**src/uart_tx_consts.vh**
```
// Constants for the serial transmit control and status block.
// Assumes inclusion by bare name from the design files under src/.
`ifndef UART_TX_CONSTS_VH
`define UART_TX_CONSTS_VH

// ****************************************
// Register byte addresses
// ****************************************
`define ADDR_STATUS_CONTROL 4'h0
`define ADDR_TX_DATA 4'h4
`define ADDR_BAUD_DIV 4'h8
`define ADDR_IRQ_STATUS 4'hc
`define ADDR_IRQ_MASK 4'hc

// ****************************************
// Status and control field positions
// ****************************************
`define BIT_IRQ_SEL_HI 15
`define BIT_IDLE_INVERT 14
`define BIT_IRQ_SEL_LO 13
`define BIT_UNIMPL 12
`define BIT_BREAK_REQ 11
`define BIT_TX_ENABLE 10
`define BIT_BUF_FULL 9
`define BIT_SHIFT_EMPTY 8
`define BIT_IR_ENABLE 0

// ****************************************
// Interrupt select encodings
// ****************************************
`define IRQSEL_ANY_MOVE 2'b00
`define IRQSEL_ALL_DONE 2'b01
`define IRQSEL_BUF_EMPTY 2'b10

// ****************************************
// Reset values and framing
// ****************************************
`define RST_BAUD_DIV 16'h001a
`define BREAK_ZERO_BITS 12
`define DATA_BITS 8
`define AXI_OKAY 2'b00
`define AXI_SLVERR 2'b10

`endif

```
**src/tx_fifo.v**
```verilog
// Transmit holding buffer, flip-flop storage with index pointers.
// Assumes one clock; flush empties it in the next cycle.
module tx_fifo #(
  parameter WIDTH = 8,
  parameter DEPTH = 4,
  parameter AW = 2
) (
  // Clock and reset
  input wire aclk,
  input wire aresetn,
  input wire flush,
  // Fill side
  input wire in_valid,
  output wire in_ready,
  input wire [WIDTH-1:0] in_data,
  // Drain side
  output wire out_valid,
  input wire out_ready,
  output wire [WIDTH-1:0] out_data,
  // Level flags
  output wire full,
  output wire empty
);
  reg [WIDTH-1:0] mem_ff [0:DEPTH-1];
  reg [AW-1:0] wr_ptr_ff;
  reg [AW-1:0] rd_ptr_ff;
  reg [AW:0] count_ff;
  wire push;
  wire pop;

  // Handshake terms
  assign full = (count_ff == DEPTH[AW:0]);
  assign empty = (count_ff == {(AW+1){1'b0}});
  assign in_ready = !full;
  assign out_valid = !empty;
  assign out_data = mem_ff[rd_ptr_ff];
  assign push = in_valid && !full;
  assign pop = out_ready && !empty;

  // Storage writes, one generate entry per slot
  genvar gi;
  generate
    for (gi = 0; gi < DEPTH; gi = gi + 1) begin : g_slot
      localparam [AW-1:0] SLOT = gi;
      always @(posedge aclk) begin
        if (!aresetn) begin
          mem_ff[gi] <= {WIDTH{1'b0}};
        end else if (push && wr_ptr_ff == SLOT) begin
          mem_ff[gi] <= in_data;
        end
      end
    end
  endgenerate

  // Pointers and occupancy
  always @(posedge aclk) begin
    if (!aresetn || flush) begin
      wr_ptr_ff <= {AW{1'b0}};
      rd_ptr_ff <= {AW{1'b0}};
      count_ff <= {(AW+1){1'b0}};
    end else begin
      if (push) begin
        wr_ptr_ff <= wr_ptr_ff + 1'b1;
      end
      if (pop) begin
        rd_ptr_ff <= rd_ptr_ff + 1'b1;
      end
      if (push && !pop) begin
        count_ff <= count_ff + 1'b1;
      end else if (pop && !push) begin
        count_ff <= count_ff - 1'b1;
      end
    end
  end
endmodule

```
**src/tx_shifter.v**
```verilog
// Serial frame shifter: start, data or twelve-zero break, stop.
// Assumes a bit period of div+1 clocks; abort returns it to idle at once.
module tx_shifter #(
  parameter DIV_W = 16
) (
  // Clock and reset
  input wire aclk,
  input wire aresetn,
  input wire abort,
  input wire [DIV_W-1:0] div,
  // Character load
  input wire load,
  input wire load_break,
  input wire [7:0] load_data,
  // Status and line
  output wire busy,
  output reg done_ff,
  output reg line_ff
);
  reg [DIV_W-1:0] baud_cnt_ff;
  reg [3:0] bits_left_ff;
  reg [13:0] shift_ff;
  reg busy_ff;

  assign busy = busy_ff;

  // Frame shifting, LSB first; shift_ff holds remaining bits after start
  always @(posedge aclk) begin
    if (!aresetn || abort) begin
      baud_cnt_ff <= {DIV_W{1'b0}};
      bits_left_ff <= 4'h0;
      shift_ff <= 14'h3fff;
      busy_ff <= 1'b0;
      done_ff <= 1'b0;
      line_ff <= 1'b1;
    end else begin
      done_ff <= 1'b0;
      if (!busy_ff) begin
        line_ff <= 1'b1;
        if (load) begin
          busy_ff <= 1'b1;
          line_ff <= 1'b0;
          baud_cnt_ff <= div;
          if (load_break) begin
            // Twelve zeros then stop
            shift_ff <= 14'h1000;
            bits_left_ff <= 4'd13;
          end else begin
            shift_ff <= {5'h1f, 1'b1, load_data};
            bits_left_ff <= 4'd9;
          end
        end
      end else if (baud_cnt_ff != {DIV_W{1'b0}}) begin
        baud_cnt_ff <= baud_cnt_ff - 1'b1;
      end else if (bits_left_ff == 4'h0) begin
        busy_ff <= 1'b0;
        done_ff <= 1'b1;
        line_ff <= 1'b1;
      end else begin
        baud_cnt_ff <= div;
        line_ff <= shift_ff[0];
        shift_ff <= {1'b1, shift_ff[13:1]};
        bits_left_ff <= bits_left_ff - 1'b1;
      end
    end
  end
endmodule

```
**src/uart_tx_status_control.v**
```verilog
// Transmit control and status of an asynchronous serial port, AXI4-Lite slave.
// Assumes one clock aclk; a remote receiver listens on the serial line.
//
// Overview of operation
// - Select 10: interrupt when buffer drains empty
// - Select 01: interrupt when all transmission finished; a break frame finishing last gives none
// - Select 00: interrupt on every character load into the shifter; break loads give none
// - Plain mode: invert gives idle low, else high
// - Encoded mode: invert gives idle high, else low
// - Break request: start, twelve zeros, stop
// - Break request clears itself after break completes
// - Enable set: transmitter owns the pin
// - Enable clear: abort, flush, release pin
// - Buffer-full flag follows buffer full state
// - Shift-empty set only when all empty
// - Shift-empty low while sending or queued
// - Bit 12 reads zero, writes ignored
//
// Added by the designer: the AXI4-Lite register port and the register offsets.
`include "uart_tx_consts.vh"

module uart_tx_status_control #(
  parameter DEPTH = 4,
  parameter AW = 2
) (
  // Clock and reset
  input wire aclk,
  input wire aresetn,
  // AXI4-Lite write address
  input wire [3:0] s_axi_awaddr,
  input wire s_axi_awvalid,
  output wire s_axi_awready,
  // AXI4-Lite write data
  input wire [31:0] s_axi_wdata,
  input wire [3:0] s_axi_wstrb,
  input wire s_axi_wvalid,
  output wire s_axi_wready,
  // AXI4-Lite write response
  output reg [1:0] s_axi_bresp,
  output reg s_axi_bvalid,
  input wire s_axi_bready,
  // AXI4-Lite read address
  input wire [3:0] s_axi_araddr,
  input wire s_axi_arvalid,
  output wire s_axi_arready,
  // AXI4-Lite read data
  output reg [31:0] s_axi_rdata,
  output reg [1:0] s_axi_rresp,
  output reg s_axi_rvalid,
  input wire s_axi_rready,
  // Serial line and port handover
  output wire serial_tx_pin,
  output wire tx_pin_owned,
  // Interrupts
  output reg tx_irq_pulse_ff,
  output wire irq
);
  // ****************************************
  // Registers and wires
  // ****************************************
  reg [1:0] tx_irq_select_ff;
  reg tx_idle_invert_ff;
  reg tx_break_request_ff;
  reg break_active_ff;
  reg tx_enable_bit_ff;
  reg infrared_encode_enable_ff;
  reg [15:0] baud_div_ff;
  reg [1:0] irq_status_ff;
  reg [1:0] irq_mask_ff;
  reg [3:0] aw_addr_ff;
  reg aw_held_ff;
  reg [31:0] w_data_ff;
  reg [3:0] w_strb_ff;
  reg w_held_ff;
  reg [AW:0] buf_level_ff;
  reg tx_ir_ff;
  reg [15:0] ir_cnt_ff;
  reg [15:0] status_word;
  reg [31:0] nxt_rdata;
  reg [1:0] nxt_rresp;
  wire wr_fire;
  wire rd_fire;
  wire data_wr;
  wire fifo_in_ready;
  wire fifo_out_valid;
  wire [7:0] fifo_out_data;
  wire fifo_full;
  wire fifo_empty;
  wire shifter_busy;
  wire shifter_done;
  wire shifter_line;
  wire load_char;
  wire load_break;
  wire buf_empty_after;
  wire buf_push;
  wire tx_shift_empty_flag;
  wire tx_event;
  wire plain_line;
  wire ir_line;

  // ****************************************
  // AXI4-Lite slave
  // ****************************************

  // Address and data accepted in either order, one write in flight
  assign s_axi_awready = !aw_held_ff && !s_axi_bvalid;
  assign s_axi_wready = !w_held_ff && !s_axi_bvalid;
  assign s_axi_arready = !s_axi_rvalid;
  assign wr_fire = aw_held_ff && w_held_ff;
  assign rd_fire = s_axi_arvalid && !s_axi_rvalid;
  assign data_wr = wr_fire && aw_addr_ff == `ADDR_TX_DATA && w_strb_ff[0];

  // Write channel capture and response
  always @(posedge aclk) begin
    if (!aresetn) begin
      aw_addr_ff <= 4'h0;
      aw_held_ff <= 1'b0;
      w_data_ff <= 32'h0;
      w_strb_ff <= 4'h0;
      w_held_ff <= 1'b0;
      s_axi_bvalid <= 1'b0;
      s_axi_bresp <= `AXI_OKAY;
    end else begin
      if (s_axi_awvalid && s_axi_awready) begin
        aw_addr_ff <= s_axi_awaddr;
        aw_held_ff <= 1'b1;
      end
      if (s_axi_wvalid && s_axi_wready) begin
        w_data_ff <= s_axi_wdata;
        w_strb_ff <= s_axi_wstrb;
        w_held_ff <= 1'b1;
      end
      if (wr_fire) begin
        aw_held_ff <= 1'b0;
        w_held_ff <= 1'b0;
        s_axi_bvalid <= 1'b1;
        case (aw_addr_ff)
          `ADDR_STATUS_CONTROL, `ADDR_TX_DATA, `ADDR_BAUD_DIV, `ADDR_IRQ_STATUS: begin
            s_axi_bresp <= `AXI_OKAY;
          end
          default: begin
            s_axi_bresp <= `AXI_SLVERR;
          end
        endcase
      end else if (s_axi_bvalid && s_axi_bready) begin
        s_axi_bvalid <= 1'b0;
      end
    end
  end

  // Status word as software sees it; bit 12 always zero
  always @* begin
    status_word = 16'h0000;
    status_word[`BIT_IRQ_SEL_HI] = tx_irq_select_ff[1];
    status_word[`BIT_IDLE_INVERT] = tx_idle_invert_ff;
    status_word[`BIT_IRQ_SEL_LO] = tx_irq_select_ff[0];
    status_word[`BIT_BREAK_REQ] = tx_break_request_ff;
    status_word[`BIT_TX_ENABLE] = tx_enable_bit_ff;
    status_word[`BIT_BUF_FULL] = fifo_full;
    status_word[`BIT_SHIFT_EMPTY] = tx_shift_empty_flag;
    status_word[`BIT_IR_ENABLE] = infrared_encode_enable_ff;
  end

  // Read data mux; the mask is write-only, so 0xc reads the status
  always @* begin
    nxt_rdata = 32'h0;
    nxt_rresp = `AXI_OKAY;
    case (s_axi_araddr)
      `ADDR_STATUS_CONTROL: begin
        nxt_rdata = {16'h0000, status_word};
      end
      `ADDR_BAUD_DIV: begin
        nxt_rdata = {16'h0000, baud_div_ff};
      end
      `ADDR_IRQ_STATUS: begin
        nxt_rdata = {30'h0, irq_status_ff};
      end
      default: begin
        nxt_rresp = `AXI_SLVERR;
      end
    endcase
  end

  // Read response register
  always @(posedge aclk) begin
    if (!aresetn) begin
      s_axi_rvalid <= 1'b0;
      s_axi_rdata <= 32'h0;
      s_axi_rresp <= `AXI_OKAY;
    end else if (rd_fire) begin
      s_axi_rvalid <= 1'b1;
      s_axi_rdata <= nxt_rdata;
      s_axi_rresp <= nxt_rresp;
    end else if (s_axi_rvalid && s_axi_rready) begin
      s_axi_rvalid <= 1'b0;
    end
  end

  // ****************************************
  // Control register
  // ****************************************

  // Software fields; break request cleared by hardware when done
  always @(posedge aclk) begin
    if (!aresetn) begin
      tx_irq_select_ff <= 2'b00;
      tx_idle_invert_ff <= 1'b0;
      tx_break_request_ff <= 1'b0;
      tx_enable_bit_ff <= 1'b0;
      infrared_encode_enable_ff <= 1'b0;
      baud_div_ff <= `RST_BAUD_DIV;
      irq_mask_ff <= 2'b00;
    end else begin
      if (break_active_ff && shifter_done) begin
        tx_break_request_ff <= 1'b0;
      end
      if (!tx_enable_bit_ff) begin
        tx_break_request_ff <= 1'b0;
      end
      if (wr_fire && aw_addr_ff == `ADDR_STATUS_CONTROL) begin
        // Writes to bit 12 and to the status flags are dropped
        if (w_strb_ff[1]) begin
          tx_irq_select_ff <= {w_data_ff[`BIT_IRQ_SEL_HI], w_data_ff[`BIT_IRQ_SEL_LO]};
          tx_idle_invert_ff <= w_data_ff[`BIT_IDLE_INVERT];
          tx_enable_bit_ff <= w_data_ff[`BIT_TX_ENABLE];
          if (w_data_ff[`BIT_BREAK_REQ]) begin
            tx_break_request_ff <= 1'b1;
          end
        end
        if (w_strb_ff[0]) begin
          infrared_encode_enable_ff <= w_data_ff[`BIT_IR_ENABLE];
        end
      end
      if (wr_fire && aw_addr_ff == `ADDR_BAUD_DIV && w_strb_ff[0]) begin
        baud_div_ff <= w_data_ff[15:0];
      end
      if (wr_fire && aw_addr_ff == `ADDR_IRQ_MASK && w_strb_ff[0]) begin
        irq_mask_ff <= w_data_ff[1:0];
      end
    end
  end

  // ****************************************
  // Buffer and shifter
  // ****************************************

  // Disable flushes the buffer and aborts the frame
  tx_fifo #(
    .WIDTH(8),
    .DEPTH(DEPTH),
    .AW(AW)
  ) u_fifo (
    .aclk(aclk),
    .aresetn(aresetn),
    .flush(!tx_enable_bit_ff),
    .in_valid(data_wr && tx_enable_bit_ff),
    .in_ready(fifo_in_ready),
    .in_data(w_data_ff[7:0]),
    .out_valid(fifo_out_valid),
    .out_ready(load_char),
    .out_data(fifo_out_data),
    .full(fifo_full),
    .empty(fifo_empty)
  );

  // Break goes out as the next frame, ahead of queued data
  assign load_break = tx_enable_bit_ff && tx_break_request_ff && !break_active_ff;
  assign load_char = tx_enable_bit_ff && !shifter_busy && !load_break && fifo_out_valid;

  tx_shifter #(
    .DIV_W(16)
  ) u_shift (
    .aclk(aclk),
    .aresetn(aresetn),
    .abort(!tx_enable_bit_ff),
    .div(baud_div_ff),
    .load((load_char || load_break) && !shifter_busy),
    .load_break(load_break),
    .load_data(fifo_out_data),
    .busy(shifter_busy),
    .done_ff(shifter_done),
    .line_ff(shifter_line)
  );

  // Break frame tracking
  always @(posedge aclk) begin
    if (!aresetn || !tx_enable_bit_ff) begin
      break_active_ff <= 1'b0;
    end else if (load_break && !shifter_busy) begin
      break_active_ff <= 1'b1;
    end else if (shifter_done) begin
      break_active_ff <= 1'b0;
    end
  end

  // Empty only when shifter idle and buffer empty
  // A break about to load counts as queued work
  assign tx_shift_empty_flag = !shifter_busy && fifo_empty && !shifter_done && !load_break;

  // ****************************************
  // Interrupt generation
  // ****************************************
  assign buf_push = data_wr && tx_enable_bit_ff && fifo_in_ready;
  assign buf_empty_after = load_char && (buf_level_ff == {{AW{1'b0}}, 1'b1});

  // Buffer level mirror; shows when a load takes the last character
  always @(posedge aclk) begin
    if (!aresetn || !tx_enable_bit_ff) begin
      buf_level_ff <= {(AW+1){1'b0}};
    end else if (buf_push && !load_char) begin
      buf_level_ff <= buf_level_ff + 1'b1;
    end else if (load_char && !buf_push) begin
      buf_level_ff <= buf_level_ff - 1'b1;
    end
  end

  // Event per select mode; 11 is left quiet
  assign tx_event = (tx_irq_select_ff == `IRQSEL_ANY_MOVE) ? load_char :
    (tx_irq_select_ff == `IRQSEL_BUF_EMPTY) ?
    buf_empty_after :
    (tx_irq_select_ff == `IRQSEL_ALL_DONE) ?
    (shifter_done && fifo_empty && !tx_break_request_ff) : 1'b0;

  // One-cycle pulse and sticky status; set beats read-clear
  always @(posedge aclk) begin
    if (!aresetn) begin
      tx_irq_pulse_ff <= 1'b0;
      irq_status_ff <= 2'b00;
    end else begin
      tx_irq_pulse_ff <= tx_event;
      irq_status_ff[0] <= tx_event ||
        (irq_status_ff[0] && !(rd_fire && s_axi_araddr == `ADDR_IRQ_STATUS));
      irq_status_ff[1] <= (break_active_ff && shifter_done) ||
        (irq_status_ff[1] && !(rd_fire && s_axi_araddr == `ADDR_IRQ_STATUS));
    end
  end

  assign irq = |(irq_status_ff & irq_mask_ff);

  // ****************************************
  // Line encoding
  // ****************************************

  // Encoded pulse: high for the first sixteenth of each zero bit
  always @(posedge aclk) begin
    if (!aresetn || shifter_line || !shifter_busy) begin
      ir_cnt_ff <= 16'h0;
      tx_ir_ff <= 1'b0;
    end else begin
      ir_cnt_ff <= (ir_cnt_ff == baud_div_ff) ? 16'h0 : ir_cnt_ff + 1'b1;
      tx_ir_ff <= (ir_cnt_ff < {4'h0, baud_div_ff[15:4]});
    end
  end

  // Idle polarity per mode
  assign plain_line = shifter_line ^ tx_idle_invert_ff;
  assign ir_line = tx_ir_ff ^ tx_idle_invert_ff;
  assign serial_tx_pin = infrared_encode_enable_ff ? ir_line : plain_line;
  assign tx_pin_owned = tx_enable_bit_ff;
endmodule

```
**config.mk**
```make
export PLATFORM = sky130hd
export DESIGN_NAME = uart_tx_status_control
export DESIGN_NICKNAME = d
export VERILOG_FILES = /design/src/tx_fifo.v /design/src/tx_shifter.v /design/src/uart_tx_status_control.v
export VERILOG_INCLUDE_DIRS = /design/src /design/src/src
export SDC_FILE = /design/constraint.sdc
export NUM_CORES = 1
export LEC_CHECK = 0
export ABC_AREA = 1
export BUFFER_PORTS_ARGS = -buffer_cell sky130_fd_sc_hd__buf_4
export CAP_MARGIN = 20
export CORE_AREA = 4 4 143 145
export CTS_BUF_LIST = sky130_fd_sc_hd__clkbuf_2
export DETAILED_ROUTE_END_ITERATION = 8
export DIE_AREA = 0 0 147 149
export PLACE_DENSITY = 0.71
export SLEW_MARGIN = 20
export SYNTH_ARGS = -nofsm -noshare
export SYNTH_HDL_FRONTEND = slang
export SYNTH_SLANG_ARGS = --single-unit
```
**constraint.sdc**
```tcl
create_clock -name aclk -period 2.5 [get_ports aclk]
set_input_delay 0.25 -clock aclk [delete_from_list [all_inputs] [get_ports aclk]]
set_output_delay 0.25 -clock aclk [all_outputs]
set_load 0.01 [all_outputs]
```
Word-level counts from Yosys, hierarchy flattened

Memories as Yosys holds them, arrays and structs flattened. A register that Yosys moved wholly into a read port is not among the register bits.
Index checks and enable logic that the tools add are counted.

Output and inout bits: 45
Input bits: 51
Memories kept: 1
Register bits: 154
Bits in read-only memories: 0
Bits in writable memories: 32
Word-level logic and storage cells: 221
Latch bits: 0

Memory list:

| memory        | words | width | read ports | clocked after memory_dff | wr ports | line         | text |
|---|---|---|---|---|---|---|---|
| u_fifo.mem_ff | 4     | 8     | 1          | 1                        | 4        | tx_fifo.v:24 | `reg [WIDTH-1:0] mem_ff [0:DEPTH-1];` |

Shift operators: 0
Reductions and logical operators: 89
Magnitude comparators: 1
Bitwise operators: 9
Muxes and demuxes: 64
Multiply operators: 0
Equality and inequality tests: 16
$add $sub $neg: 9
Divide/modulo/power cells: 0

Operator list:

| cell                                               | count |
|---|---|
| 2-to-1 mux 14 bit                                  | 5 |
| 2-to-1 mux 16 bit                                  | 4 |
| one-hot mux 16 bit (3 select lines)                | 1 |
| logical AND 1 bit                                  | 43 |
| 2-to-1 mux 1 bit                                   | 37 |
| 2-to-1 mux 8 bit                                   | 4 |
| zero test 1 bit                                    | 17 |
| adder 16 x 1 -> 16 bit, second input constant      | 1 |
| equality test 16 bit                               | 1 |
| equality test 4 bit, second input constant         | 4 |
| less-than comparator 16 x 12 -> 1 bit              | 1 |
| 2-to-1 mux 4 bit                                   | 4 |
| nonzero test 16 bit                                | 1 |
| subtractor 16 x 1 -> 16 bit, second input constant | 1 |
| 2-to-1 mux 3 bit                                   | 5 |
| zero test 4 bit                                    | 3 |
| nonzero test 2 bit                                 | 6 |
| 2-to-1 mux 2 bit                                   | 4 |
| adder 3 x 1 -> 3 bit, second input constant        | 2 |
| equality test 2 bit, second input constant         | 3 |
| logical OR 1 bit                                   | 6 |
| AND reduction 2 bit                                | 3 |
| OR reduction 2 bit                                 | 3 |
| OR reduction 3 bit                                 | 2 |
| other kinds (17)                                   | 27 |

Longest topological paths before layout

Gate-level depths: netlist of the first run.

Depth in word-level cells: 10
Depth in mapped cells: 13
Mapped depth without buffers: 13

Hierarchy

Synthesis of the first run repeated with hierarchy kept, for this count alone.

Cells, all modules: 1096
Area total of the unflattened synthesis: 8511.9 µm²

Modules (own cells, without submodules):

| module                 | cells each | seq. area each (µm²) | area an instance (µm²) | times used |
|---|---|---|---|---|
| uart_tx_status_control | 577        | 1841.8               | 4316.6                 | 1 |
| tx_shifter             | 324        | 740.7                | 2169.6                 | 1 |
| tx_fifo                | 195        | 1141.1               | 2025.7                 | 1 |

Worst setup path before layout of the first run

OpenSTA, ideal clock, no wires.

Kind: register to register
Start: register tx_enable_bit_ff (netlist: tx_pin_owned)
End: register u_fifo.count_ff[2]
Data required time: 2.378 ns
Arrival: 1.980 ns
Buffers on the path: 1
Setup time: 0.122 ns
Setup slack: 0.398 ns
Clock period less this slack: 2.102 ns
Cell stages (with the launch flop): 13
Path through: dfxtp_1 -> buf_2 -> inv_1 -> nor3_1 -> nand4_1 -> clkinv_1 -> ha_1 -> inv_1 -> fa_1 -> a21oi_1 -> o21ai_0 -> o21ai_0 -> a21oi_1

Elaborated cells between the ends (all ways): 17
Classes of those cells: mux: 1; reduce/logical: 16

RTL lines:

| item                                | line                         | text |
|---|---|---|
| from (decl)                         | uart_tx_status_control.v:65  | `reg tx_enable_bit_ff;` |
| from (signal assigned)              | uart_tx_status_control.v:225 | `` tx_enable_bit_ff <= w_data_ff[`BIT_TX_ENABLE]; `` |
| logical AND 1 bit (*) (2 in series) | --                           |  |
| net buf_push                        | uart_tx_status_control.v:95  | `wire buf_push;` |
| zero test 1 bit                     | tx_fifo.v:70                 | `end else if (pop && !push) begin` |
| logical AND 1 bit                   | tx_fifo.v:70                 |  |
| nonzero test 2 bit (no line)        | --                           |  |
| to (signal assigned)                | tx_fifo.v:60                 | `count_ff <= {(AW+1){1'b0}};` |
| to (signal assigned)                | tx_fifo.v:69                 | `count_ff <= count_ff + 1'b1;` |
| to (signal assigned)                | tx_fifo.v:71                 | `count_ff <= count_ff - 1'b1;` |
| to (decl)                           | tx_fifo.v:27                 | `reg [AW:0] count_ff;` |

Mark *: on every way through the listed nets, which the timed path passes. The rest lies on a longest branch.
A chain may end at the register's enable or synchronous reset.

Worst setup path in the final report of the first run

Start: register s_axi_bvalid
End: register aw_addr_ff[2]

Word-level cells in the longest chain between the ends: 3

Ends and longest elaborated chain:

| item                   | line                         | text |
|---|---|---|
| from (decl)            | uart_tx_status_control.v:40  | `output reg s_axi_bvalid,` |
| from (signal assigned) | uart_tx_status_control.v:121 | `s_axi_bvalid <= 1'b0;` |
| from (signal assigned) | uart_tx_status_control.v:136 | `s_axi_bvalid <= 1'b1;` |
| from (signal assigned) | uart_tx_status_control.v:146 | `s_axi_bvalid <= 1'b0;` |
| zero test 1 bit        | uart_tx_status_control.v:106 | `assign s_axi_awready = !aw_held_ff && !s_axi_bvalid;` |
| logical AND 1 bit      | uart_tx_status_control.v:106 |  |
| logical AND 1 bit      | uart_tx_status_control.v:124 | `if (s_axi_awvalid && s_axi_awready) begin` |
| to (signal assigned)   | uart_tx_status_control.v:125 | `aw_addr_ff <= s_axi_awaddr;` |
| to (decl)              | uart_tx_status_control.v:70  | `reg [3:0] aw_addr_ff;` |

Every way passes these cells.

==> results.rst, run 1 <==
.. list-table::
   :header-rows: 1

   * - Metric
     - Value
   * - Setup repair after global routing missed its margin
     - false
   * - Proportion of synthesized flip-flops having asynchronous set or reset
     - 0%
   * - Part of the Yosys area used for sequential elements
     - 45.60%
   * - Die Footprint
     - 21,900 um2
   * - Total negative setup slack
     - 0 ns
   * - P_int
     - 3615 uW
   * - Area growth from synthesis to layout
     - 17.65%
   * - Antenna Nets Post-Route
     - 0
   * - Vias after detailed routing
     - 7,433
   * - Width of the chip
     - 147 um
   * - Slack of the worst reg-to-reg path
     - 0.25 ns
   * - Overflow after GRT
     - 0
   * - Worst supply voltage drop on vdd
     - 0.3123 mV
   * - Most frequently used flop master after synthesis
     - sky130_fd_sc_hd__dfxtp_1
   * - Power per Cell Area
     - 508.5 nW/um2
   * - Kind of critical path
     - flip-flop to flip-flop
   * - Final Non-Filler Cells
     - 1,470
   * - Most used cells in the layout excluding fill and tap cells
     - sky130_fd_sc_hd__nand2_1, sky130_fd_sc_hd__nor2_1, sky130_fd_sc_hd__dfxtp_1
   * - Transition time at the pin with the least slew margin
     - 0.7720 ns
   * - Number of iterations in the first detailed-routing pass
     - 5
   * - Number of levels the H-tree was split into
     - 4
   * - Worst Reg-to-Reg Cells
     - 6
   * - Final Total Pwr
     - 4885 uW
   * - Worst reg2reg endpoint
     - aw_addr_ff[2]$_SDFFE_PN0P_
   * - Hold Path Class
     - input port to flip-flop
   * - Final layout net count
     - 1,267
   * - Dpl cell area
     - 8770 um2
   * - Reg power frac
     - 59.6%
   * - Area of the core
     - 19,210 um2
   * - Synthesized netlist cell count
     - 1,084
   * - Via count of the first global-routing pass
     - 7,055
   * - Number of placed instances with taps included
     - 1,380
   * - Final weighted congestion of routability-driven global placement
     - 0.9317
   * - Timing-limited maximum frequency
     - 0.4449 GHz
   * - Worst-path clk slew
     - 0.25 ns
   * - Fin. Hold Viols
     - 0
   * - Endpoint required time on the critical path
     - 3.16 ns
   * - Share of the clock period used by the worst path after layout
     - 89.92%
   * - Share of total power consumed by net switching
     - 25.99%
   * - First-iteration detailed-routing DRC count
     - 699
   * - Worst Path Arrival
     - 2.91 ns
   * - Number of clock sinks
     - 170
   * - Worst slew slack as a fraction of its limit
     - 48.48%
   * - Shortest period the worst path allows
     - 2.248 ns
   * - Ports placed on the boundary
     - 96
   * - Net switching power figure
     - 1269 uW
   * - Crit path launch type
     - flip-flop
   * - Routed length per placed instance
     - 14.36 um
   * - Wire length reported by the detailed router
     - 21,100 um
   * - End point of the worst hold path
     - w_data_ff[5]$_SDFFE_PN0P_
   * - Number of rows in the core area
     - 51
   * - Number of max-slew violations in the final report
     - 0
   * - Distinct cells, synth
     - 40
   * - First-pass GRT wire length
     - 34,960 um
   * - Number of antenna violations at the first check in global routing
     - 1
   * - Post-synthesis cell area
     - 8165 um2
   * - Count of input and output buffers
     - 59
   * - Largest net degree at the start of global routing
     - 39
   * - Clock latency on the worst-skew pair
     - 0.74 ns
   * - Half-perimeter wire length of the detailed placement result
     - 14,550 um
   * - Root buffer cell
     - sky130_fd_sc_hd__clkbuf_2
   * - Max clock buf depth
     - 2
   * - Most common cell after layout, fill and taps aside
     - sky130_fd_sc_hd__nand2_1
   * - Min-Delay Startpoint
     - s_axi_wvalid
   * - Run status
     - finished, final reports clean
   * - CP Max Fanout
     - 6
   * - Clock share of power
     - 32.5%
   * - Total GRT Usage
     - 19.71%
   * - Post-route design area
     - 9607 um2
   * - Post-Synthesis Mean Instance Area
     - 7.533 um2
   * - Share of final-layout standard cells stronger than drive strength 1
     - 10.30%
   * - Combinational Power Share
     - 7.9%
   * - Die Ht
     - 149 um
   * - Launch instance of the worst register-to-register path
     - s_axi_bvalid$_SDFFE_PN0P_
   * - Number of buffers created by CTS
     - 17
   * - Flops & latches, synth
     - 170
   * - Clock skew
     - 0.01775 ns
   * - Remaining design rule violation count
     - 0
   * - CP Capture Type
     - flip-flop
   * - Depth of the worst hold-timing path
     - 3
   * - Worst Hold Margin
     - 0.09198 ns
   * - TritonCTS clock tree
     - done
   * - Number of enable-type register cells in the synthesized netlist
     - 32
   * - Pleak
     - 0.004036 uW
   * - Count of max-cap constraint violations
     - 0
   * - Number of setup violations in the final report
     - 0
   * - Via count normalized by instance count
     - 5.056
   * - Starting density of the core
     - 42.51%
   * - Yosys synthesis warning count
     - 0
-- sequential cells by signal (all words and copies together), names as in the netlist, 14 cells and up, named ones only --
name and count:
w_data_ff 16, ir_cnt_ff 16, u_fifo.mem_ff 32, u_shift.baud_cnt_ff 16, u_shift.shift_ff 14, baud_div_ff 16
s_axi_rdata 16
-- worst max-delay path by stage --
| stage | start | end | slack, ns | cells past startpoint |
|---|---|---|---|---|
| after floorplan | tx_pin_owned$_SDFFE_PN0P_ | u_fifo.count_ff[2]$_SDFFE_PP0P_ | 0.40 | 12 |
| after global placement | tx_pin_owned$_SDFFE_PN0P_ | u_fifo.count_ff[2]$_SDFFE_PP0P_ | 0.35 | 11 |
| after detailed placement | tx_pin_owned$_SDFFE_PN0P_ | u_fifo.count_ff[2]$_SDFFE_PP0P_ | 0.31 | 11 |
| after CTS | tx_pin_owned$_SDFFE_PN0P_ | u_fifo.count_ff[2]$_SDFFE_PP0P_ | 0.29 | 11 |
| after global routing | w_held_ff$_SDFFE_PP0P_ | u_fifo.count_ff[2]$_SDFFE_PP0P_ | 0.08 | 13 |
| final | s_axi_bvalid$_SDFFE_PN0P_ | aw_addr_ff[2]$_SDFFE_PN0P_ | 0.25 | 6 |
-- synth_stat cells, types with 4 or more instances --
library cell | instances | area, um2
sky130_fd_sc_hd__nand2_1 | 201 | 754.5
sky130_fd_sc_hd__nor2_1 | 174 | 653.1
sky130_fd_sc_hd__dfxtp_1 | 138 | 2763
sky130_fd_sc_hd__inv_1 | 98 | 367.9
sky130_fd_sc_hd__o21ai_0 | 97 | 485.5
sky130_fd_sc_hd__a21oi_1 | 93 | 465.5
sky130_fd_sc_hd__nand3_1 | 60 | 300.3
sky130_fd_sc_hd__edfxtp_1 | 32 | 960.9
sky130_fd_sc_hd__ha_1 | 24 | 300.3
sky130_fd_sc_hd__clkbuf_1 | 23 | 86.33
sky130_fd_sc_hd__buf_4 | 22 | 165.2
sky130_fd_sc_hd__xor2_1 | 19 | 166.4
sky130_fd_sc_hd__nor3_1 | 16 | 80.08
sky130_fd_sc_hd__o22ai_1 | 14 | 87.58
sky130_fd_sc_hd__nand4_1 | 13 | 81.33
sky130_fd_sc_hd__xnor2_1 | 10 | 87.58
sky130_fd_sc_hd__nand2_2 | 5 | 31.28
sky130_fd_sc_hd__buf_1 | 4 | 15.01
sky130_fd_sc_hd__buf_2 | 4 | 20.02
sky130_fd_sc_hd__inv_2 | 4 | 15.01
sky130_fd_sc_hd__nor2_2 | 4 | 25.02
sky130_fd_sc_hd__o211ai_1 | 4 | 30.03
-- worst max-delay path, stage by stage, from the launching register on --
cell and delay [ns]:
sky130_fd_sc_hd__dfxtp_1 0.40, sky130_fd_sc_hd__nor2_1 0.17, sky130_fd_sc_hd__nand2_1 0.17, sky130_fd_sc_hd__o21ai_0 0.24, sky130_fd_sc_hd__dlygate4sd3_1 0.58, sky130_fd_sc_hd__a21oi_1 0.04
sky130_fd_sc_hd__dlygate4sd3_1 0.57
-- area by class of cell --
cell class / count / area (um2)
timing repair buffer: 126 / 1089
tap: 265 / 331.6
clock buffer: 19 / 95.09
clock inverter: 13 / 167.7
sequential: 170 / 3725
inverter: 104 / 390.4
multi-input combinational: 772 / 3806
fill: 1826 / 9600
antenna: 1 / 2.502
-- layer usage --
layer	share of wire (%)	global-route usage (%)	vias up	wire (um)
li1	-	-	3733	-
met1	45	26.20	3422	9560
met2	47	32.31	232	9816
met3	5.7	3.859	46	1209
met4	2.4	6.850	0	517
met5	0	0	-	0
-- timing repair --
item,in CTS,in global routing
setup endpoints to repair,0,1
buffers inserted,0,0
gates resized for setup,0,1
hold buffers,57,0
endpoints found under the hold margin,44,0
-- power groups by stage --
stage	registers, uW	logic (uW)	clock network [uW]
after floorplan	2950	185	0
after global placement	2960	287	0
after detailed placement	2960	290	0
after CTS	2910	372	1630
after global routing	2920	426	1740
final	2910	387	1590
-- cells by family (layout without fill, tap and decap cells) --
family | after synthesis | after routing | synth area share, %
AOI/OAI and AO/OA | 216 | 216 | 13.85
and+or+nand+nor | 484 | 484 | 24.90
other | 1 | 19 | 0.04593
adders and majority gates | 25 | 25 | 3.923
xor gates and xnor gates | 29 | 29 | 3.111
buffers and inverters | 159 | 262 | 8.566
DFF | 170 | 170 | 45.60
-- through the flow --
| stage | utilization (%) | setup WS, ns |
|---|---|---|
| 6_report | 50.02 | 0.2521 |
| 3_3_place_gp | 45.66 | 0.3521 |
| 3_5_place_dp | 45.66 | 0.3146 |
| 2_1_floorplan | - | 0.3983 |
| 5_1_grt | 50.02 | 0.08286 |
| 4_1_cts | 50.00 | 0.2916 |
Power figures use the tool's default switching activity.
==> run 2: changes to the inputs <==
ABC_AREA = 0   (was 1)
CORE_AREA = 4 4 142 144   (was 4 4 143 145)
DIE_AREA = 0 0 146 148   (was 0 0 147 149)
==> run 2 against run 1 <==
- the flow now finishes with violations (negative setup slack)
- die area is 1.3% lower
- largest power group unchanged
- critical endpoint is now u_fifo.count_ff[2]$_SDFFE_PP0P_
- global-route usage is 1.7 points lower
- routed wire length is 8.1% lower
- worst setup slack worse by 0.41 ns
- utilization is 0.69 points higher
- sequential cell count stayed put
- register-to-register slack worse by 0.41 ns
- clock power is 6% lower
- design area is 1.3% lower
- largest cell class unchanged
- final cell count is 15% lower
==> results.rst, run 2 <==
.. list-table::
   :header-rows: 1

   * - Metric
     - Value
   * - Run status
     - finished, violations left
   * - Violations in the final reports
     - negative setup slack
   * - Wire length reported by the detailed router
     - 19,400 um (-8.1%)
   * - Setup repair after global routing missed its margin
     - true
   * - Number of levels the H-tree was split into
     - 4 (unchanged)
   * - Largest net degree at the start of global routing
     - 52 (+33%)
   * - Number of max-slew violations in the final report
     - 0 (unchanged)
   * - Ports placed on the boundary
     - 96 (unchanged)
   * - Final layout net count
     - 1,073 (-15%)
   * - Worst Path Arrival
     - 3.30 ns (+0.39 ns)
   * - Starting density of the core
     - 43.02% (+0.50 points)
   * - Antenna Nets Post-Route
     - 0 (unchanged)
   * - Synthesized netlist cell count
     - 889 (-18%)
   * - Most used standard cells in the synthesized netlist
     - sky130_fd_sc_hd__dfxtp_1, sky130_fd_sc_hd__nand2_1, sky130_fd_sc_hd__nor2_1
   * - Timing-limited maximum frequency
     - 0.3767 GHz (-15%)
   * - CP Capture Type
     - flip-flop
   * - Area growth from synthesis to layout
     - 17.88%
   * - Overflow after GRT
     - 0 (unchanged)
   * - Power per Cell Area
     - 493.8 nW/um2 (-2.9%)
   * - Number of antenna violations at the first check in global routing
     - 1 (unchanged)
   * - Number of iterations in the first detailed-routing pass
     - 6 (+1)
   * - Via count normalized by instance count
     - 5.309 (+5.0%)
   * - Transition time at the pin with the least slew margin
     - 0.7446 ns (-0.02741 ns)
   * - Number of enable-type register cells in the synthesized netlist
     - 32 (unchanged)
   * - Most repeated cell in the gate-level netlist after synthesis
     - sky130_fd_sc_hd__dfxtp_1
   * - Worst-path clk slew
     - 0.26 ns (about the same)
   * - TritonCTS clock tree
     - done
   * - Most used cells in the layout excluding fill and tap cells
     - sky130_fd_sc_hd__dfxtp_1, sky130_fd_sc_hd__nand2_1, sky130_fd_sc_hd__buf_4
   * - Worst path slowest cell
     - sky130_fd_sc_hd__or3b_4
   * - First-iteration detailed-routing DRC count
     - 638 (-8.7%)
   * - Main area contributors after synthesis
     - sky130_fd_sc_hd__dfxtp_1, sky130_fd_sc_hd__edfxtp_1, sky130_fd_sc_hd__nand2_1
   * - Width of the chip
     - 146 um (-0.68%)
   * - Die Ht
     - 148 um (-0.67%)
   * - Post-synthesis cell type with the largest combined area
     - sky130_fd_sc_hd__dfxtp_1
   * - Number of rows in the core area
     - 50 (-2.0%)
   * - Final WS setup
     - -0.1550 ns (-0.4071 ns)
   * - Part of the Yosys area used for sequential elements
     - 46.28% (+0.67 points)
   * - Kind of critical path
     - flip-flop to flip-flop
   * - Setup slack after placement
     - -0.1003 ns (-0.4149 ns)
   * - Hold Path Class
     - input port to flip-flop
   * - Clock skew
     - 0.03256 ns (+0.01481 ns)
   * - Die Footprint
     - 21,610 um2 (-1.3%)
   * - Fin. Hold Viols
     - 0 (unchanged)
   * - Half-perimeter wire length of the detailed placement result
     - 13,480 um (-7.3%)
   * - Clock latency on the worst-skew pair
     - 0.73 ns (about the same)
   * - Most flop-heavy register
     - u_fifo.mem_ff
   * - Proportion of netlist area held by the largest area contributor
     - 34.33% (+0.50 points)
   * - First-pass GRT wire length
     - 31,960 um (-8.6%)
   * - Distinct cells, synth
     - 61 (+53%)
   * - Total GRT Usage
     - 18.02% (-1.7 points)
   * - Most frequently used flop master after synthesis
     - sky130_fd_sc_hd__dfxtp_1
   * - Worst slew slack as a fraction of its limit
     - 49.98% (+1.5 points)
   * - Shortest period the worst path allows
     - 2.655 ns (+0.4071 ns)
   * - Endpoint required time on the critical path
     - 3.15 ns (about the same)
   * - Share of final-layout standard cells stronger than drive strength 1
     - 14.85% (+4.6 points)
   * - Remaining design rule violation count
     - 0 (unchanged)
   * - Routed length per placed instance
     - 15.58 um (+8.5%)
   * - Largest stage delay on the critical path
     - 0.40 ns (-0.18 ns)
   * - Proportion of synthesized flip-flops having asynchronous set or reset
     - 0% (unchanged)
   * - Root buffer cell
     - sky130_fd_sc_hd__clkbuf_2
   * - Most common cell after layout, fill and taps aside
     - sky130_fd_sc_hd__dfxtp_1
   * - Crit path launch type
     - flip-flop
   * - Pleak
     - 0.003754 uW (-7.0%)
   * - Number of setup violations in the final report
     - 1 (+1)
   * - Post-Synthesis Mean Instance Area
     - 9.051 um2 (+20%)
   * - Number of buffers created by CTS
     - 17 (unchanged)
   * - Flops & latches, synth
     - 170 (unchanged)
   * - Count of input and output buffers
     - 59 (unchanged)
   * - Via count of the first global-routing pass
     - 6,338 (-10%)
   * - Area of the core
     - 18,710 um2 (-2.6%)
   * - CP Max Fanout
     - 2 (-4)
   * - Count of max-cap constraint violations
     - 0 (unchanged)
   * - Final weighted congestion of routability-driven global placement
     - 0.8935 (-4.1%)
   * - Number of clock sinks
     - 170 (unchanged)
   * - Vias after detailed routing
     - 6,610 (-11%)
   * - Share of the clock period used by the worst path after layout
     - 106.2% (+16 points)
   * - Worst supply voltage drop on vdd
     - 0.3497 mV (+12%)
   * - Total negative setup slack
     - -0.1550 ns (-0.1550 ns)
   * - Max clock buf depth
     - 2 (unchanged)
   * - CP cell instances
     - nand2_2 > or3_4 > or3b_4 > a211oi_4 > ha_2 > inv_2 > fa_2 > xor2_1 > or3_1 > a21oi_1
   * - Max reg flops
     - 32 (unchanged)
   * - Yosys synthesis warning count
     - 0 (unchanged)
   * - Post-synthesis cell area
     - 8046 um2 (-1.5%)
[run 2: cell types whose count changed after synthesis, moves of 38 or more]
cell,previous run,this run
sky130_fd_sc_hd__nor2_1,174,64
sky130_fd_sc_hd__o21ai_0,97,49
sky130_fd_sc_hd__a21oi_1,93,38
sky130_fd_sc_hd__nand2_1,201,124
sky130_fd_sc_hd__a21boi_0,0,38
sky130_fd_sc_hd__inv_1,98,32
[run 2: path summary, 6_finish.rpt]
kind / slack [ns] / cells after the start / startpoint / to
hold / removal: 0.08 / 4 / s_axi_awvalid / aw_addr_ff[2]$_SDFFE_PN0P_
hold reg to reg: 0.48 / 2 / w_strb_ff[1]$_SDFFE_PN0P_ / w_strb_ff[1]$_SDFFE_PN0P_
setup / recovery: -0.15 / 10 / aw_held_ff$_SDFFE_PP0P_ / u_fifo.count_ff[2]$_SDFFE_PP0P_
setup reg to reg: -0.15 / 10 / aw_held_ff$_SDFFE_PP0P_ / u_fifo.count_ff[2]$_SDFFE_PP0P_
[run 2: worst max-delay path: cells and delay by family (launching register included)]
family | cells | cell delay [ns]
and+or+nand+nor | 4 | 1.07
adders and majority gates | 2 | 0.55
DFF | 1 | 0.39
AOI/OAI and AO/OA | 2 | 0.36
xor gates and xnor gates | 1 | 0.15
buffers and inverters | 1 | 0.04
[run 2: layout make-up]
cell class	count	area, um2
timing repair buffer	140	1161
clock inverter	15	162.7
inverter	32	120.1
tap	234	292.8
clock buffer	17	85.08
fill	1683	9220
sequential	170	3726
multi-input combinational	636	3935
antenna	1	2.502
[run 2: stage by stage]
stage / hold WS (ns) / instances / area, um2 / power, uW / utilization [%]
detailed placement: 0.4575 / 1167 / 8773 / 3171 / 46.90
global placement: 0.4497 / 1167 / 8773 / 3167 / 46.90
global route: 0.04437 / 1245 / 9485 / 4873 / 50.71
floorplan: 0.3878 / 906 / 8134 / 3085 / -
finish: 0.08001 / 1245 / 9485 / 4684 / 50.71
CTS: 0.01867 / 1244 / 9469 / 4716 / 50.62
[run 2: power breakdown]
part           switching [uW]  internal [uW]  leakage [uW]
clock network            1020            486      0.000156
registers                46.4           2850       0.00144
logic                     135            151       0.00216
[run 2: repair_timing]
item	4_1_cts	5_1_grt
cloned	0	0
resized for setup	0	3
hold buffers	44	0
endpoints found under the hold margin	38	0
setup endpoints to repair	1	16
pin swaps	3	5
buffers inserted	1	0
[run 2: routing by layer]
| metal | up-vias | wire length [um] | global-route usage [%] |
|---|---|---|---|
| met5 | - | 0 | 0 |
| met4 | 0 | 363 | 5.550 |
| met3 | 36 | 1103 | 3.556 |
| met2 | 207 | 9010 | 29.08 |
| met1 | 3095 | 8922 | 24.63 |
| li1 | 3272 | - | - |
[run 2: logic make-up after synthesis]
group                      after synthesis  share of synthesized area (%)
and+or+nand+nor                        359                          21.69
AOI/OAI and AO/OA                      172                          13.81
DFF                                    170                          46.28
buffers and inverters                  100                          5.847
xor gates and xnor gates                39                          4.245
adders and majority gates               25                          3.981
muxes                                   23                          4.105
other                                    1                        0.04660
==> run 3: changes to the inputs <==
ABC_AREA = default   (was 0)
CORE_AREA = 4 4 145 147   (was 4 4 142 144)
DIE_AREA = 0 0 149 151   (was 0 0 146 148)
SYNTH_HIERARCHICAL = 1   (was default)
==> run 3 against run 2 <==
- the flow now finishes without violations
- via count grew 4.4%
- synthesized cell count shrank 0.90%
- final cell count grew 3.1%
- global-route usage grew 1.1 points
- register-to-register slack gained 0.17 ns
- maximum frequency grew 7.0%
- largest power group unchanged
==> results.rst, run 3 <==
.. list-table::
   :header-rows: 1

   * - Metric
     - Value
   * - Most used standard cells in the synthesized netlist
     - sky130_fd_sc_hd__dfxtp_1, sky130_fd_sc_hd__nand2_1, sky130_fd_sc_hd__o21ai_0
   * - Number of max-slew violations in the final report
     - 0 (unchanged)
   * - Kind of critical path
     - flip-flop to flip-flop
   * - Number of iterations in the first detailed-routing pass
     - 5 (-1)
   * - Die Footprint
     - 22,500 um2 (+4.1%)
   * - Main area contributors after synthesis
     - sky130_fd_sc_hd__dfxtp_1, sky130_fd_sc_hd__edfxtp_1, sky130_fd_sc_hd__mux2i_1
   * - Number of setup violations in the final report
     - 0 (-1)
   * - Post-Synthesis Mean Instance Area
     - 9.524 um2 (+5.2%)
   * - Most flop-heavy register
     - u_fifo/mem_ff
   * - Number of clock sinks
     - 170 (unchanged)
   * - First-iteration detailed-routing DRC count
     - 482 (-24%)
   * - Combinational Power Share
     - 6.4% (+0.3 points)
   * - Max reg flops
     - 32 (unchanged)
   * - Wire length reported by the detailed router
     - 20,900 um (+7.7%)
   * - Count of input and output buffers
     - 59 (unchanged)
   * - Count of max-cap constraint violations
     - 0 (unchanged)
   * - Most frequently used flop master after synthesis
     - sky130_fd_sc_hd__dfxtp_1
   * - Root buffer cell
     - sky130_fd_sc_hd__clkbuf_2
   * - Number of buffers created by CTS
     - 17 (unchanged)
   * - Crit path max-delay family
     - simple AND/OR/NAND/NOR gates
   * - Routed length per placed instance
     - 16.28 um (+4.5%)
   * - Post-synthesis cell area
     - 8391 um2 (+4.3%)
   * - Largest stage delay on the critical path
     - 0.42 ns (+0.02 ns)
   * - Area growth from synthesis to layout
     - 19.67%
   * - Worst slew slack as a fraction of its limit
     - 50.43% (+0.46 points)
   * - Most used cells in the layout excluding fill and tap cells
     - sky130_fd_sc_hd__dfxtp_1, sky130_fd_sc_hd__nand2_1, sky130_fd_sc_hd__buf_4
   * - Transition time at the pin with the least slew margin
     - 0.7417 ns (-0.002940 ns)
   * - Remaining design rule violation count
     - 0 (unchanged)
   * - Number of levels the H-tree was split into
     - 4 (unchanged)
   * - CP Max Fanout
     - 6 (+4)
   * - Antenna Nets Post-Route
     - 0 (unchanged)
   * - Die Ht
     - 151 um (+2.0%)
   * - Flops & latches, synth
     - 170 (unchanged)
   * - Clock skew
     - 0.04144 ns (+0.008881 ns)
   * - Most repeated cell in the gate-level netlist after synthesis
     - sky130_fd_sc_hd__dfxtp_1
   * - Run status
     - finished, final reports clean
   * - Fin. Hold Viols
     - 0 (unchanged)
   * - Setup slack after placement
     - 0.03601 ns (+0.1363 ns)
   * - Dpl cell area
     - 9140 um2 (+4.2%)
   * - Final weighted congestion of routability-driven global placement
     - 0.8554 (-4.3%)
   * - Distinct cells, synth
     - 76 (+25%)
   * - Total GRT Usage
     - 19.12% (+1.1 points)
   * - Ports placed on the boundary
     - 96 (unchanged)
   * - Reg power frac
     - 58.7% (-3.1 points)
   * - First-pass GRT wire length
     - 34,370 um (+7.5%)
   * - Proportion of synthesized flip-flops having asynchronous set or reset
     - 0% (unchanged)
   * - Number of fill cells
     - 1,814 (+7.8%)
   * - Final layout net count
     - 1,076 (+0.28%)
   * - Post-route design area
     - 10,040 um2 (+5.9%)
   * - Share of total power consumed by net switching
     - 24.98% (-0.61 points)
   * - Vias after detailed routing
     - 6,901 (+4.4%)
   * - Proportion of netlist area held by the largest area contributor
     - 32.93% (-1.4 points)
   * - Timing-limited maximum frequency
     - 0.4032 GHz (+7.0%)
   * - Total negative setup slack
     - 0 ns (+0.1550 ns)
   * - Worst supply voltage drop on vdd
     - 0.3074 mV (-12%)
   * - Share of the clock period used by the worst path after layout
     - 99.21% (-7.0 points)
   * - Synthesized netlist cell count
     - 881 (-0.90%)
   * - Worst-path clk slew
     - 0.24 ns (-0.02 ns)
   * - Via count normalized by instance count
     - 5.375 (+1.2%)
   * - Power per Cell Area
     - 490.9 nW/um2 (-0.59%)
   * - Most common cell after layout, fill and taps aside
     - sky130_fd_sc_hd__dfxtp_1
   * - CP cell instances
     - or3_1 > nand3b_1 > or2_2 > inv_1 > o31ai_2 > ha_4 > inv_1 > fa_2 > xor2_1 > or3_1 > a21oi_1
   * - Clock share of power
     - 34.9% (+2.8 points)
   * - Net switching power figure
     - 1231 uW (+2.7%)
   * - Crit path buf inv count
     - 2 (+1)
   * - Final core occ
     - 50.43% (-0.28 points)
   * - Crit path launch type
     - flip-flop
   * - Area of the core
     - 19,910 um2 (+6.4%)
   * - Clock latency on the worst-skew pair
     - 0.77 ns (+0.04 ns)
   * - Final WS setup
     - 0.01973 ns (+0.1747 ns)
   * - Endpoint required time on the critical path
     - 3.20 ns (+0.05 ns)
   * - Worst Path Arrival
     - 3.18 ns (-0.12 ns)
   * - Largest net degree at the start of global routing
     - 56 (+7.7%)
   * - Worst Hold Margin
     - 0.1378 ns (+0.05779 ns)
   * - Part of the Yosys area used for sequential elements
     - 44.38% (-1.9 points)
   * - Worst path slowest cell
     - sky130_fd_sc_hd__or3_1
   * - Hold Path Class
     - input port to flip-flop
   * - Via count of the first global-routing pass
     - 6,716 (+6.0%)
   * - CP Capture Type
     - flip-flop
   * - Yosys synthesis warning count
     - 6 (+6)
   * - Pleak
     - 0.004039 uW (+7.6%)
   * - Post-synthesis cell type with the largest combined area
     - sky130_fd_sc_hd__dfxtp_1
   * - Number of antenna violations at the first check in global routing
     - 1 (unchanged)
   * - TritonCTS clock tree
     - done
   * - Width of the chip
     - 149 um (+2.1%)
   * - Setup repair after global routing missed its margin
     - true
   * - Overflow after GRT
     - 0 (unchanged)
   * - Shortest period the worst path allows
     - 2.480 ns (-0.1747 ns)
   * - Max clock buf depth
     - 2 (unchanged)
   * - Starting density of the core
     - 42.14% (-0.87 points)
   * - Share of final-layout standard cells stronger than drive strength 1
     - 15.20% (+0.35 points)
   * - Half-perimeter wire length of the detailed placement result
     - 14,230 um (+5.5%)
   * - P_int
     - 3697 uW (+6.1%)
   * - Number of enable-type register cells in the synthesized netlist
     - 32 (unchanged)
   * - Number of rows in the core area
     - 52 (+4.0%)
==> run 3: metal layers <==
metal	routed length, um	GRT usage (%)
met5	0	0
met4	485	6.224
met3	943	4.159
met2	10180	31.89
met1	9288	24.83
==> run 3: worst paths after layout <==
check | slack [ns] | cells past startpoint | start | end
worst max-delay path | 0.02 | 11 | u_fifo/count_ff[2]$_SDFFE_PP0P_ | u_fifo/count_ff[2]$_SDFFE_PP0P_
worst min-delay path | 0.14 | 5 | s_axi_araddr[1] | s_axi_rdata[14]$_SDFFE_PN0P_
worst max register to register | 0.02 | 11 | u_fifo/count_ff[2]$_SDFFE_PP0P_ | u_fifo/count_ff[2]$_SDFFE_PP0P_
worst min register to register | 0.49 | 2 | w_data_ff[12]$_SDFFE_PN0P_ | w_data_ff[12]$_SDFFE_PN0P_
==> run 3: kinds of logic after synthesis <==
group,after synthesis,synth area share (%)
AOI/OAI and AO/OA,170,13.87
xor gates and xnor gates,37,3.862
adders and majority gates,25,3.818
buffers and inverters,101,5.980
DFF,170,44.38
muxes,47,6.845
other,1,0.04469
and+or+nand+nor,330,21.21
==> run 3: area by class of cell <==
cell class	instances	area [um2]	area share, %
multi-input combinational	627	4284	42.67
antenna	1	2.502	0.02492
clock buffer	17	85.08	0.8474
tap	270	337.8	3.364
sequential	170	3727	37.12
inverter	38	142.6	1.421
timing repair buffer	146	1254	12.49
clock inverter	15	207.7	2.069
==> run 3: power by group through the flow <==
stage                     Combinational [uW]  Sequential, uW  Clock (uW)
after CTS                                306            2890        1740
final                                    315            2890        1720
after floorplan                          158            2930           0
after global placement                   224            2950           0
after detailed placement                 227            2950           0
after global routing                     343            2900        1880
==> run 3: stage by stage <==
stage                     total power [uW]  cells
after CTS                             4942   1282
after detailed placement              3175   1192
after global routing                  5127   1284
after global placement                3169   1192
after floorplan                       3085    898
final                                 4929   1284
==> run 3: worst register-to-register path: cells and delay by family (launching register included) <==
| kind | cells | cell delay (ns) |
|---|---|---|
| simple gates | 4 | 0.98 |
| flops | 1 | 0.41 |
| buf+inv | 2 | 0.11 |
| fa+ha+maj | 2 | 0.53 |
| compound gates | 2 | 0.25 |
| xor+xnor | 1 | 0.17 |
==> run 3: timing repair <==
item	CTS	global route
buffers inserted	0	1
hold buffers	58	0
resized for setup	0	4
endpoints found under the hold margin	52	0
setup endpoints to repair	1	12
pin swaps	1	1
